## config.mk

```make
export PLATFORM = sky130hd
export DESIGN_NAME = phy_irq_flags_and_crossover_ctrl
export DESIGN_NICKNAME = d
export VERILOG_FILES = /design/src/hdl/phy_irq_pkg.sv /design/src/hdl/event_detect.sv /design/src/hdl/crossover_decode.sv /design/src/hdl/phy_irq_flags_and_crossover_ctrl.sv
export SDC_FILE = /design/constraint.sdc
export NUM_CORES = 1
export LEC_CHECK = 0
export BUFFER_PORTS_ARGS = -buffer_cell sky130_fd_sc_hd__buf_4
export CELL_PAD_IN_SITES_DETAIL_PLACEMENT = 2
export CELL_PAD_IN_SITES_GLOBAL_PLACEMENT = 2
export CORE_AREA = 4 4 60 116
export DETAILED_ROUTE_END_ITERATION = 10
export DIE_AREA = 0 0 64 120
export PLACE_DENSITY = 0.77
export SYNTH_ARGS = -nofsm -noshare
export SYNTH_HDL_FRONTEND = slang
export SYNTH_SLANG_ARGS = --single-unit
```

## constraint.sdc

```tcl
create_clock -name CLK_I -period 1.42 [get_ports CLK_I]
set_input_delay 0.213 -clock CLK_I [delete_from_list [all_inputs] [get_ports CLK_I]]
set_output_delay 0.213 -clock CLK_I [all_outputs]
set_load 0.03 [all_outputs]
```

## src/hdl/phy_irq_pkg.sv

```systemverilog
// Purpose: Shared constants and types for the PHY interrupt block
// Assumes: 5-bit register index, 16-bit register data
// Notes:   Flag vectors are indexed 7 down to 1
// Function
// - Reset-only bits clear on port PHY reset
// - Only when soft reset bit is set
// - Crossover decode: 00 straight, 01 cross, 10 auto
// - Flags read-only, latch high until cleared
// - Source read returns flags then clears all but flags set that cycle
// - Bit 7 set on energy present rising
// - Bit 6 set on auto-negotiation done
// - Bit 5 set on remote fault
// - Bit 4 set on link down
// - Bit 3 set on partner acknowledge
// - Bit 2 set on parallel-detection fault
// - Bit 1 set on page received
// - Mask bits 7..1 enable same-position flags
// - All mask bits reset to zero
// - Crossover bits act only with override set
package phy_irq_pkg;
    // ==========================================================
    // Register map
    localparam int ADDR_W = 5;
    localparam int DATA_W = 16;
    localparam logic [4:0] REG_BASIC_IDX = 5'h00;
    localparam logic [4:0] REG_RSTCTL_IDX = 5'h10;
    localparam logic [4:0] REG_XOVER_IDX = 5'h1B;
    localparam logic [4:0] REG_SRC_IDX = 5'h1D;
    localparam logic [4:0] REG_MASK_IDX = 5'h1E;
    // ==========================================================
    // Field positions
    localparam int SOFT_RST_BIT = 15;
    localparam int PORT_RST_BIT = 1;
    localparam int XO_OVR_BIT = 15;
    localparam int XO_EN_BIT = 14;
    localparam int XO_ST_BIT = 13;
    localparam int FLAG_MSB = 7;
    localparam int FLAG_LSB = 1;
    localparam int ENERGY_BIT = 7;
    localparam int ANEG_DONE_BIT = 6;
    localparam int RFAULT_BIT = 5;
    localparam int LINK_DOWN_BIT = 4;
    localparam int ACK_BIT = 3;
    localparam int PDF_BIT = 2;
    localparam int PAGE_BIT = 1;
    // ==========================================================
    // Reset values and edge polarity (1 = falling edge event)
    localparam logic [7:1] MASK_RESET = 7'h00;
    localparam logic [7:1] FLAGS_RESET = 7'h00;
    localparam logic [7:1] EVT_FALL_SEL = 7'h08;
    localparam logic [15:0] DATA_ZERO = 16'h0000;
    // ==========================================================
    // Types
    typedef enum logic [2:0] {
        XO_STRAIGHT = 3'b001,
        XO_CROSS = 3'b010,
        XO_AUTO = 3'b100
    } xover_mode_t;
    typedef struct packed {
        logic energy_present;
        logic autoneg_done;
        logic remote_fault;
        logic link_up;
        logic partner_ack;
        logic parallel_fault;
        logic page_received;
    } phy_events_t;
    typedef struct packed {
        logic strap_auto;
        logic strap_cross;
    } xover_strap_t;
endpackage

```

## src/hdl/event_detect.sv

```systemverilog
// Purpose: Turns PHY status levels into one-cycle event pulses
// Assumes: Status levels come from logic on the same clock
// Notes:   Link down is a falling edge, all others rising
`timescale 1ns/1ps
module event_detect (
    input wire logic clk_i,
    input wire logic rstn_i,
    input wire phy_irq_pkg::phy_events_t events_i,
    output logic [7:1] pulse_o
);
    import phy_irq_pkg::*;
    typedef struct packed {
        logic [7:1] prev;
    } det_state_t;
    det_state_t s_reg;
    det_state_t s_next;
    logic [7:1] cur;

    assign cur = events_i;

    always_comb begin
        s_next = s_reg;
        s_next.prev = cur;
        pulse_o = (cur & ~s_reg.prev & ~EVT_FALL_SEL)
                | (~cur & s_reg.prev & EVT_FALL_SEL);
    end

    always_ff @(posedge clk_i or negedge rstn_i) begin
        if (!rstn_i) begin
            s_reg <= '0;
        end else begin
            s_reg <= s_next;
        end
    end
endmodule

```

## src/hdl/crossover_decode.sv

```systemverilog
// Purpose: Chooses the cable crossover mode
// Assumes: Strap levels are already synchronised
// Notes:   Reserved 11 setting falls back to automatic
`timescale 1ns/1ps
module crossover_decode (
    input wire logic override_i,
    input wire logic enable_i,
    input wire logic state_i,
    input wire phy_irq_pkg::xover_strap_t strap_i,
    output phy_irq_pkg::xover_mode_t mode_o
);
    import phy_irq_pkg::*;

    always_comb begin
        if (!override_i) begin
            if (strap_i.strap_auto) begin
                mode_o = XO_AUTO;
            end else if (strap_i.strap_cross) begin
                mode_o = XO_CROSS;
            end else begin
                mode_o = XO_STRAIGHT;
            end
        end else begin
            unique case ({enable_i, state_i})
                2'b00: begin
                    mode_o = XO_STRAIGHT;
                end
                2'b01: begin
                    mode_o = XO_CROSS;
                end
                default: begin
                    mode_o = XO_AUTO;
                end
            endcase
        end
    end
endmodule

```

## src/hdl/phy_irq_flags_and_crossover_ctrl.sv

```systemverilog
// Purpose: Per-port PHY interrupt flags, mask and crossover control
// Assumes: Single-cycle strobes, read data one cycle after read
// Notes:   Strap pins are synchronised; PHY status is on-clock
//
// The implementer's own choice: the address-and-strobe port.
`timescale 1ns/1ps
module phy_irq_flags_and_crossover_ctrl (
    input wire logic CLK_I,
    input wire logic RSTN_I,
    input wire logic [phy_irq_pkg::ADDR_W-1:0] ADDR_I,
    input wire logic [phy_irq_pkg::DATA_W-1:0] WDATA_I,
    input wire logic WR_I,
    input wire logic RD_I,
    output logic [phy_irq_pkg::DATA_W-1:0] RDATA_O,
    input wire phy_irq_pkg::phy_events_t EVENTS_I,
    input wire phy_irq_pkg::xover_strap_t STRAP_I,
    output logic IRQ_O,
    output logic PORT_RST_O,
    output phy_irq_pkg::xover_mode_t XOVER_MODE_O
);
    import phy_irq_pkg::*;

    // ==========================================================
    // State
    typedef struct packed {
        logic [15:0] rdata;
        logic [7:1] flags;
        logic [7:1] mask;
        logic xo_ovr;
        logic xo_en;
        logic xo_state;
        logic soft_rst;
        logic port_rst;
        logic irq;
        xover_mode_t mode;
        xover_strap_t strap_s1;
        xover_strap_t strap_s2;
    } ctl_state_t;

    ctl_state_t s_reg;
    ctl_state_t s_next;
    logic [7:1] evt_pulse;
    logic [7:1] set_vec;
    xover_mode_t mode_dec;
    logic rd_src;
    logic rd_mask;
    logic wr_mask;
    logic wr_xover;
    logic wr_basic;
    logic rst_req;

    // ==========================================================
    // Sub-blocks
    event_detect u_event_detect (
        .clk_i(CLK_I),
        .rstn_i(RSTN_I),
        .events_i(EVENTS_I),
        .pulse_o(evt_pulse)
    );

    crossover_decode u_crossover_decode (
        .override_i(s_reg.xo_ovr),
        .enable_i(s_reg.xo_en),
        .state_i(s_reg.xo_state),
        .strap_i(s_reg.strap_s2),
        .mode_o(mode_dec)
    );

    // ==========================================================
    // Decode
    assign rd_src = RD_I && (ADDR_I == REG_SRC_IDX);
    assign rd_mask = RD_I && (ADDR_I == REG_MASK_IDX);
    assign wr_mask = WR_I && (ADDR_I == REG_MASK_IDX);
    assign wr_xover = WR_I && (ADDR_I == REG_XOVER_IDX);
    assign wr_basic = WR_I && (ADDR_I == REG_BASIC_IDX);
    assign rst_req = WR_I && (ADDR_I == REG_RSTCTL_IDX)
                   && WDATA_I[PORT_RST_BIT];
    assign set_vec = evt_pulse & s_reg.mask;

    // ==========================================================
    // Next state
    always_comb begin
        s_next = s_reg;
        s_next.strap_s1 = STRAP_I;
        s_next.strap_s2 = s_reg.strap_s1;
        s_next.port_rst = 1'b0;
        s_next.rdata = DATA_ZERO;
        if (RD_I) begin
            unique case (ADDR_I)
                REG_BASIC_IDX: begin
                    s_next.rdata[SOFT_RST_BIT] = s_reg.soft_rst;
                end
                REG_XOVER_IDX: begin
                    s_next.rdata[XO_OVR_BIT] = s_reg.xo_ovr;
                    s_next.rdata[XO_EN_BIT] = s_reg.xo_en;
                    s_next.rdata[XO_ST_BIT] = s_reg.xo_state;
                end
                REG_SRC_IDX: begin
                    s_next.rdata[FLAG_MSB:FLAG_LSB] = s_reg.flags;
                end
                REG_MASK_IDX: begin
                    s_next.rdata[FLAG_MSB:FLAG_LSB] = s_reg.mask;
                end
                default: begin
                    s_next.rdata = DATA_ZERO;
                end
            endcase
        end
        if (wr_mask) begin
            s_next.mask = WDATA_I[FLAG_MSB:FLAG_LSB];
        end
        if (wr_xover) begin
            s_next.xo_ovr = WDATA_I[XO_OVR_BIT];
            s_next.xo_en = WDATA_I[XO_EN_BIT];
            s_next.xo_state = WDATA_I[XO_ST_BIT];
        end
        if (wr_basic) begin
            s_next.soft_rst = WDATA_I[SOFT_RST_BIT];
        end
        if (rst_req) begin
            s_next.port_rst = 1'b1;
            if (s_reg.soft_rst) begin
                s_next.xo_en = 1'b0;
                s_next.xo_state = 1'b0;
                s_next.soft_rst = 1'b0;
            end
        end
        // latch, clear on read, set wins
        s_next.flags = (s_reg.flags & ~{7{rd_src}}) | set_vec;
        s_next.irq = |(s_next.flags & s_next.mask);
        s_next.mode = mode_dec;
    end

    always_ff @(posedge CLK_I or negedge RSTN_I) begin
        if (!RSTN_I) begin
            s_reg <= '0;
            s_reg.flags <= FLAGS_RESET;
            s_reg.mask <= MASK_RESET;
            s_reg.mode <= XO_STRAIGHT;
        end else begin
            s_reg <= s_next;
        end
    end

    // ==========================================================
    // Outputs
    assign RDATA_O = s_reg.rdata;
    assign IRQ_O = s_reg.irq;
    assign PORT_RST_O = s_reg.port_rst;
    assign XOVER_MODE_O = s_reg.mode;
endmodule

```

==> summary.txt, run 1 <==
Status
  • Status: completed

Layout
  • Commonest non-fill, non-tap cells in the layout: buf_4, dfrtp_1, nand2_1
  • # nets final: roughly 250
  • Synth-to-Final Area Change: 34.22%
  • Area of the multi-input gates: around 620 um2
  • N_diodes: 0
  • # fillers: 639
  • Max reg flops: 20
  • Seq. cell area: 1102 um2
  • Fin cells: 298
  • Commonest non-fill, non-tap cell in the layout: buf_4
  • Layout cells sized above 1: 41.12%

Route
  • Via-to-Cell Ratio: 4.644
  • DRC Markers: 0
  • Total routed wirelength: 5.158 mm
  • DRT antenna net count: 0
  • Iter 0 DRT Violations: 22
  • Wire per inst: approximately 17 um
  • DR pass1 iterations: 4
  • Vias post-DR: about 1400

GRT
  • First-pass GRT wire length: 8.625 mm
  • Number of global-route vias before repair: 1652
  • Congestion Overflow GR: 0
  • Initial antenna violation count: 0
  • Pin count of the biggest net entering global routing: 45
  • Global Route Usage Sum: 15.09%

Power and ir drop
  • Leak pwr: 1.198 nW
  • Worst vdd ir: around 650 uV
  • Pwr/cell area: roughly 1500 nW/um2

Clock tree
  • Clock buffer depth: 2
  • Clock buffer count from CTS: 5
  • Worst-Skew Late Latency: 0.29 ns
  • Htree depth: 2
  • Root Buffer: clkbuf_16
  • Total clock sinks: 44
  • Clock-pin slew on the worst setup and hold paths: approximately 0.07 ns
  • # Post-CTS Setup Buffers: 0
  • CTS tree: done

Timing
  • Actual slew at the worst max-slew pin: 0.5659 ns
  • Slew HR: between 60% and 70%
  • Tcrit/Tclk final: 97.78%
  • Fmax: 720.2 MHz
  • Fin. Hold Viols: 0
  • RSZ-0062 raised after global routing: true
  • Clock Skew: roughly 0.0078 ns
  • Final setup fails: 0
  • TNS Setup: 0 ns
  • Tmin final: between 1 and 1.5 ns
  • Count of pins over their slew limit: 0

Synthesis
  • Largest cells by area after synthesis: dfrtp_1, buf_4, a22oi_1
  • Syn Inst Count: 158
  • Largest family of logic cells by synthesized area: simple AND/OR/NAND/NOR gates
  • Adder-Cell Fraction of Synth Area: 0%
  • Ys flop type: dfrtp_1
  • Top-area cell type share of the netlist area: 57.49%
  • Area share of xor/xnor cells in the synthesized design: 0%
  • Yosys reg bits: 44
  • Synthesized area: 1872 um2
  • Distinct cells, synth: 38
  • Post-Synth Simple-Gate Area: 15.51%
  • Ys Warns: 0
  • Multiplexer share of the synthesized area: 4.880%
  • FFs w/ async S/R, synth: 100.0%
  • Post-synthesis sequential area ratio: just under 60%
  • Post-synth EDFFs: 0
  • Post-synthesis compound-gate area fraction: 11.50%
  • Largest area contributor in the netlist: dfrtp_1
  • Synthesized area per cell: 11.85 um2

Floorplanning
  • Die Span Y: 120 um
  • Die area: approximately 7700 um2
  • FP Rows: 40
  • Die width: 64 um
  • Core Region: between 6000 and 7000 um2
  • Initial core utilization: 30.91%
  • # IOs: 55

Placed design
  • Port bufs: 42
  • Post-DP HPWL: 3.989 mm
  • Placed Cells: 289
  • Final RePlAce weighted congestion: 0.7459

Worst setup path
  • Crit path launch type: input port
  • CP Class: in -> reg
  • Crit path capture type: flip-flop
  • Worst EP arrival: 1.54 ns
  • CP max FO: 4
  • Req. time, crit path: 1.57 ns

Job
  • Max-Cap Viols: 0

Worst hold path
  • Hold Path Class: in -> reg
-- layout make-up --
cell class / count / share of cell area [%]
clock inverters: 1 / 1.195
clock buffers: 7 / 6.076
multi-input cells: 95 / 24.85
well taps: 84 / 4.183
flip-flops and latches: 44 / 43.87
inverters: 3 / 0.4482
repair buffers: 64 / 19.37
-- cell usage after synthesis (2+ instances only) --
| library cell | count |
|---|---|
| a21bo_2 | 2 |
| a21oi_1 | 2 |
| a22oi_1 | 10 |
| and3_1 | 2 |
| buf_4 | 19 |
| dfrtp_1 | 43 |
| inv_1 | 3 |
| mux2_2 | 5 |
| mux2i_1 | 2 |
| nand2_1 | 15 |
| nand3_1 | 4 |
| nand3b_1 | 7 |
| nand4_1 | 2 |
| nor2_1 | 11 |
| o21ai_0 | 8 |
-- report_power, final --
part           internal, mW  switching (mW)  leakage, nW
combinational         0.313           0.357        0.566
sequential             1.44           0.127        0.542
clock                 0.926           0.486       0.0901
-- final timing paths --
path                       startpoint  cells past startpoint  slack [ns]                       to
max reg2reg                 s_reg[14]                      4        0.14                    IRQ_O
min                        STRAP_I[1]                      1        0.03                s_next[1]
max in group asynchronous      RSTN_I                      2        0.57  u_event_detect.s_reg[1]
max                         ADDR_I[0]                      7        0.03                    IRQ_O
min in group asynchronous      RSTN_I                      2        0.44  u_event_detect.s_reg[4]
min reg2reg                 s_next[1]                      0        0.36                 s_reg[1]
-- per-layer routing --
layer | up-vias | track usage (%) | part of all wire (%)
met5 | - | 0 | 0
li1 | 635 | - | -
met2 | 29 | 30.14 | 62
met3 | 6 | 3.090 | 3.8
met4 | 0 | 6.495 | 1.9
met1 | 714 | 13.89 | 32
-- through the flow --
| stage | utilization [%] | setup WS (ns) | hold slack [ns] | power, mW | cell area [um2] |
|---|---|---|---|---|---|
| after floorplan | - | -0.02657 | -0.08259 | 1.969 | 1891 |
| after global placement | 38.16 | -0.2462 | 0.2397 | 2.212 | 2311 |
| after detailed placement | 38.16 | -0.2891 | 0.2564 | 2.253 | 2311 |
| after CTS | 41.34 | 0.01098 | 0.02204 | 3.687 | 2504 |
| after global routing | 41.49 | -0.03898 | 0.01894 | 3.828 | 2512 |
| final | 41.49 | 0.03147 | 0.02715 | 3.648 | 2512 |
-- logic make-up (layout without fill, tap and decap cells) --
group	Yosys count	after routing
muxes	8	8
and+or+nand+nor	53	53
DFF	44	44
buffers and inverters	24	75
AOI/OAI and AO/OA	28	28
other	1	6
-- critical path, cell delays in order --
cell	delay (ns)
buf_6	0.09
nand3b_1	0.30
nor2_4	0.20
buf_4	0.14
mux2_2	0.33
a21bo_2	0.19
nand4_1	0.08
-- timing repair --
action	4_1_cts	5_1_grt
gates cloned	0	0
pin swaps	1	0
gates resized for setup	0	5
hold buffers	1	0
endpoints found under the hold margin	43	0
endpoints found under the setup margin	1	1
(Power assumes the default switching activity.)
==> run 2: changes to the inputs <==
SETUP_SLACK_MARGIN = 0.15   (was unset)
==> run 2 against run 1 <==
Compared with the run above: non-clock buffer count is the same; global-route usage shrank 0.058 points; flip-flop and latch count is the same; first-iteration DRC count grew 41%; sequential power is essentially flat; utilization grew 0.23 points; combinational power grew 1%; critical path depth shrank 1; sequential share of layout area shrank 0.24 points; fmax grew 0.87%; largest power group unchanged.
==> summary.txt, run 2 (synthesized netlist as in run 1, its figures left out) <==
Status
  • Status: completed

Route
  • Via-to-Cell Ratio: 4.651 (+0.14%)
  • DRC Markers: 0 (unchanged)
  • Vias post-DR: 1386 (+0.14%)
  • DR pass1 iterations: 4 (unchanged)
  • DRT antenna net count: 0 (unchanged)
  • Wire per inst: 17.39 um (+0.45%)
  • Iter 0 DRT Violations: 31 (+41%)
  • Total routed wirelength: 5.181 mm (+0.45%)

Floorplanning
  • FP Rows: 40 (unchanged)
  • Initial core utilization: 30.91% (unchanged)
  • Die area: 7680 um2 (unchanged)
  • Core Region: 6056 um2 (unchanged)
  • # IOs: 55 (unchanged)
  • Die Span Y: 120 um (unchanged)
  • Die width: 64 um (unchanged)

Placed design
  • Port bufs: 42 (unchanged)
  • Final RePlAce weighted congestion: 0.7459 (unchanged)
  • Placed Cells: 289 (unchanged)
  • Post-DP HPWL: 3.989 mm (unchanged)

GRT
  • Global Route Usage Sum: 15.03% (-0.058 points)
  • Congestion Overflow GR: 0 (unchanged)
  • Number of global-route vias before repair: 1638 (-0.85%)
  • Initial antenna violation count: 0 (unchanged)
  • Pin count of the biggest net entering global routing: 45 (unchanged)
  • First-pass GRT wire length: 8.576 mm (-0.57%)

Clock tree
  • # Post-CTS Setup Buffers: 0 (unchanged)
  • Root Buffer: clkbuf_16
  • Clock buffer depth: 2 (unchanged)
  • Worst-Skew Late Latency: 0.29 ns (about the same)
  • Total clock sinks: 44 (unchanged)
  • Htree depth: 2 (unchanged)
  • Clock buffer count from CTS: 5 (unchanged)
  • Clock-pin slew on the worst setup and hold paths: 0.07 ns (about the same)
  • CTS tree: done

Timing
  • Hold WS: 0.02656 ns (-0.0005908 ns)
  • Count of pins over their slew limit: 0 (unchanged)
  • RSZ-0062 raised after global routing: true
  • Clock Skew: 0.007769 ns (-0.00005812 ns)
  • Tmin final: 1.377 ns (-0.01197 ns)
  • Fin. Hold Viols: 0 (unchanged)
  • Final setup fails: 0 (unchanged)
  • Slew HR: 62.24% (about the same)
  • Tcrit/Tclk final: 96.94% (-0.84 points)
  • Actual slew at the worst max-slew pin: 0.5664 ns (+0.0005401 ns)
  • Fmax: 726.5 MHz (+0.87%)

Layout
  • Commonest non-fill, non-tap cell in the layout: buf_4
  • Max reg flops: 20 (unchanged)
  • Seq. cell area: 1102 um2 (unchanged)
  • # nets final: 247 (unchanged)
  • Final core occ: 41.71% (+0.23 points)
  • Synth-to-Final Area Change: 34.96%
  • N_diodes: 0 (unchanged)
  • # fillers: 638 (-0.16%)
  • Fin cells: 298 (unchanged)
  • Layout cells sized above 1: 41.59% (+0.47 points)
  • Area of the multi-input gates: 638.1 um2 (+2.2%)
  • Commonest non-fill, non-tap cells in the layout: buf_4, dfrtp_1, nand2_1

Worst hold path
  • Worst hold path depth: 1 (unchanged)
  • Hold Path Class: in -> reg
  • Hold Startpoint: STRAP_I[1]
  • Endpoint, Worst Hold: s_next[1]

Worst setup path
  • R2R Setup Slk: 0.14 ns (about the same)
  • Worst Setup SP: ADDR_I[0]
  • Crit path capture type: flip-flop
  • R2r endpoint: IRQ_O
  • CP max FO: 4 (unchanged)
  • Req. time, crit path: 1.57 ns (about the same)
  • Crit path launch type: input port
  • Reg2reg start: s_reg[14]
  • Worst EP arrival: 1.53 ns (about the same)
  • CP Class: in -> reg
  • Worst R2R Path Depth: 4 (unchanged)

Power and ir drop
  • Pwr/cell area: 1449 nW/um2 (-0.23%)
  • Total power: 3.659 mW (+0.31%)
  • Leak pwr: 1.203 nW (+0.41%)
  • Worst vdd ir: 651.6 uV (about the same)

Job
  • Max-Cap Viols: 0 (unchanged)
==> run 2: cell count changes in the layout (fill, tap and decap cells not counted) <==
cell	change
mux2_2	-2
nor4_1	-1
nor4_2	+1
mux2_4	+2
==> run 2: how the worst max path moves through the flow <==
| stage | end | slack, ns | depth (start not counted) |
|---|---|---|---|
| global placement | IRQ_O | -0.25 | 7 |
| detailed placement | IRQ_O | -0.29 | 7 |
| CTS | IRQ_O | 0.04 | 6 |
| global route | IRQ_O | -0.04 | 6 |
| finish | IRQ_O | 0.04 | 6 |
| floorplan | IRQ_O | -0.03 | 5 |
==> run 2: area by class of cell <==
class	instances	share of cell area (%)
multi-input combinational	95	25.26
tap	84	4.160
clock inverter	1	1.189
sequential	44	43.64
inverter	3	0.4458
clock buffer	7	6.043
timing repair buffer	64	19.27
==> run 2: report_power, final <==
group	total (mW)	switching [mW]	internal (mW)
Clock	1.41	0.488	0.926
Combinational	0.678	0.359	0.319
Sequential	1.57	0.128	1.44
Total	3.66	0.976	2.68
==> run 2: critical path: stages <==
cell and delay (ns):
buf_6 0.09, nand3b_1 0.30, nor2_4 0.20, mux2_4 0.33, a2111oi_4 0.28, nand4_1 0.11
==> run 2: timing repair <==
action,4_1_cts,5_1_grt
endpoints found under the setup margin,3,1
pin swaps,1,0
endpoints found under the hold margin,43,0
cloned,0,0
resized for setup,3,5
hold buffers,1,0
==> run 2: through the flow <==
step                area [um2]  setup TNS [ns]  worst slack [ns]
global route              2526        -0.03898          -0.03898
global placement          2311         -0.3204           -0.2462
detailed placement        2311          -1.037           -0.2891
CTS                       2517               0           0.03661
finish                    2526               0           0.04345
floorplan                 1891        -0.02657          -0.02657
==> run 2: layer usage <==
layer	up-vias	track usage [%]	share of wire, %
met3	6	3.090	3.7
met4	0	6.495	1.9
met1	716	13.83	33
li1	635	-	-
met5	-	0	0
met2	29	30.01	62
==> run 3: changes to the inputs <==
==> constraint.sdc (replaced) <==
create_clock -name CLK_I -period 1.42 [get_ports CLK_I]
set_input_delay 0.355 -clock CLK_I [delete_from_list [all_inputs] [get_ports CLK_I]]
set_output_delay 0.355 -clock CLK_I [all_outputs]
set_load 0.03 [all_outputs]
==> run 3 against run 2 <==
Compared with the run above: the run now ends with setup timing left; critical endpoint unchanged; cell area rose by 1.5%; first-iteration DRC count rose by 42%; sequential share of layout area fell by 0.66 points; largest cell class unchanged; cell count rose by 1.3%; non-clock buffer count rose by 4; register-to-register slack barely moved; clock-buffer cell count fell by 1; fmax fell by 8.2%.
==> summary.txt, run 3 (synthesized netlist as in run 1, its figures left out) <==
Layout
  • # fillers: 647 (+1.4%)
  • Layout cells sized above 1: 44.95% (+3.4 points)
  • Final core occ: 42.36% (+0.64 points)
  • Area of the multi-input gates: 653.1 um2 (+2.4%)
  • Synth-to-Final Area Change: 37.03%
  • N_diodes: 0 (unchanged)
  • # nets final: 251 (+1.6%)
  • Seq. cell area: 1102 um2 (unchanged)
  • Fin cells: 302 (+1.3%)
  • Max reg flops: 20 (unchanged)
  • Commonest non-fill, non-tap cells in the layout: buf_4, dfrtp_1, nand2_1
  • Design area: 2565 um2 (+1.5%)
  • Commonest non-fill, non-tap cell in the layout: buf_4

Timing
  • Count of pins over their slew limit: 0 (unchanged)
  • TNS Setup: -0.07970 ns (-0.07970 ns)
  • Tmin final: 1.500 ns (+0.1231 ns)
  • Hold WS: 0.05441 ns (+0.02785 ns)
  • Setup ws final: -0.07970 ns (-0.1231 ns)
  • RSZ-0062 raised after global routing: true
  • Fmax: 666.8 MHz (-8.2%)
  • Tcrit/Tclk final: 105.6% (+8.7 points)
  • Slew HR: 61.17% (-1.1 points)
  • Clock Skew: 0.003369 ns (-0.004400 ns)
  • Fin. Hold Viols: 0 (unchanged)
  • Final setup fails: 1 (+1)
  • Actual slew at the worst max-slew pin: 0.5824 ns (+0.01599 ns)

Placed design
  • Placed Cells: 294 (+1.7%)
  • Setup WS pre-CTS: -0.4248 ns (-0.1356 ns)
  • Port bufs: 42 (unchanged)
  • Post-DP HPWL: 3.994 mm (+0.14%)
  • Final RePlAce weighted congestion: 0.7288 (-2.3%)
  • Cell Area, Placed: 2349 um2 (+1.6%)

Clock tree
  • CTS tree: done
  • Clock-pin slew on the worst setup and hold paths: 0.06 ns (about the same)
  • Root Buffer: clkbuf_16
  • Post-CTS Hold Fix Bufs: 0 (-1)
  • Clock buffer count from CTS: 5 (unchanged)
  • # Post-CTS Setup Buffers: 0 (unchanged)
  • Clock buffer depth: 2 (unchanged)
  • Total clock sinks: 44 (unchanged)
  • Htree depth: 2 (unchanged)
  • Worst-Skew Late Latency: 0.29 ns (about the same)

Power and ir drop
  • Total power: 3.614 mW (-1.3%)
  • Worst vdd ir: 1090 uV (+67%)
  • Pwr/cell area: 1409 nW/um2 (-2.7%)
  • Leak pwr: 1.224 nW (+1.7%)

GRT
  • Global Route Usage Sum: 15.13% (+0.10 points)
  • Pin count of the biggest net entering global routing: 45 (unchanged)
  • Initial antenna violation count: 0 (unchanged)
  • First-pass GRT wire length: 8.562 mm (-0.16%)
  • Congestion Overflow GR: 0 (unchanged)
  • Number of global-route vias before repair: 1630 (-0.49%)

Worst setup path
  • CP max FO: 4 (unchanged)
  • Req. time, crit path: 1.58 ns (about the same)
  • Crit path capture type: flip-flop
  • Worst EP arrival: 1.66 ns (+0.13 ns)
  • CP Class: in -> reg
  • Crit path launch type: input port

Route
  • Iter 0 DRT Violations: 44 (+42%)
  • Total routed wirelength: 5.177 mm (about the same)
  • Via-to-Cell Ratio: 4.573 (-1.7%)
  • Vias post-DR: 1381 (-0.36%)
  • Wire per inst: 17.14 um (-1.4%)
  • DR pass1 iterations: 4 (unchanged)
  • DRC Markers: 0 (unchanged)
  • DRT antenna net count: 0 (unchanged)

Status
  • Status: complete, but fails checks
  • Violated checks: setup timing

Floorplanning
  • # IOs: 55 (unchanged)
  • Initial core utilization: 30.91% (unchanged)
  • Die width: 64 um (unchanged)
  • Die area: 7680 um2 (unchanged)
  • FP Rows: 40 (unchanged)
  • Core Region: 6056 um2 (unchanged)
  • Die Span Y: 120 um (unchanged)

Worst hold path
  • Hold Path Class: in -> async

Job
  • Max-Cap Viols: 0 (unchanged)
-- run 3: changes by cell type in the layout (fill, tap and decap cells not counted), moves of 2 or more --
cell      delta
nor2_2       +2
buf_6        +4
clkbuf_8     -2
nor2_1       -2
-- run 3: critical path, stage by stage --
cell and delay [ns]:
buf_6 0.09, nand3b_1 0.28, nor2_4 0.19, mux2_4 0.34
a2111oi_4 0.29, nand4_1 0.11
-- run 3: worst paths after layout --
kind | slack (ns) | depth (start not counted) | end | start
max in group asynchronous | 0.96 | 1 | s_reg[11] | RSTN_I
max reg2reg | 0.13 | 4 | IRQ_O | s_reg[14]
min reg2reg | 0.35 | 0 | s_reg[1] | s_next[1]
max | -0.08 | 6 | IRQ_O | ADDR_I[0]
min | 0.05 | 1 | s_reg[0] | RSTN_I
min in group CLK_I | 0.17 | 1 | s_next[1] | STRAP_I[1]
-- run 3: cell type report --
type | count | area share [%]
clock buffer | 6 | 5.024
clock inverter | 2 | 1.366
inverter | 3 | 0.4390
multi-input combinational | 95 | 25.46
sequential | 44 | 42.98
tap | 84 | 4.098
timing repair buffer | 68 | 20.63
-- run 3: routing by layer --
layer	track usage [%]	routed length, um
met1	13.77	1687
met2	29.62	3180
met3	3.933	201
met4	6.901	108
met5	0	0
-- run 3: repair_timing --
action	in CTS	in global routing
setup endpoints to repair	6	6
resized for setup	6	12
pin swaps	1	3
-- run 3: power by group --
part | switching (mW) | internal (mW) | leakage [nW]
Combinational | 0.374 | 0.354 | 0.601
Clock | 0.483 | 0.827 | 0.0808
Sequential | 0.136 | 1.44 | 0.542
Total | 0.993 | 2.62 | 1.22
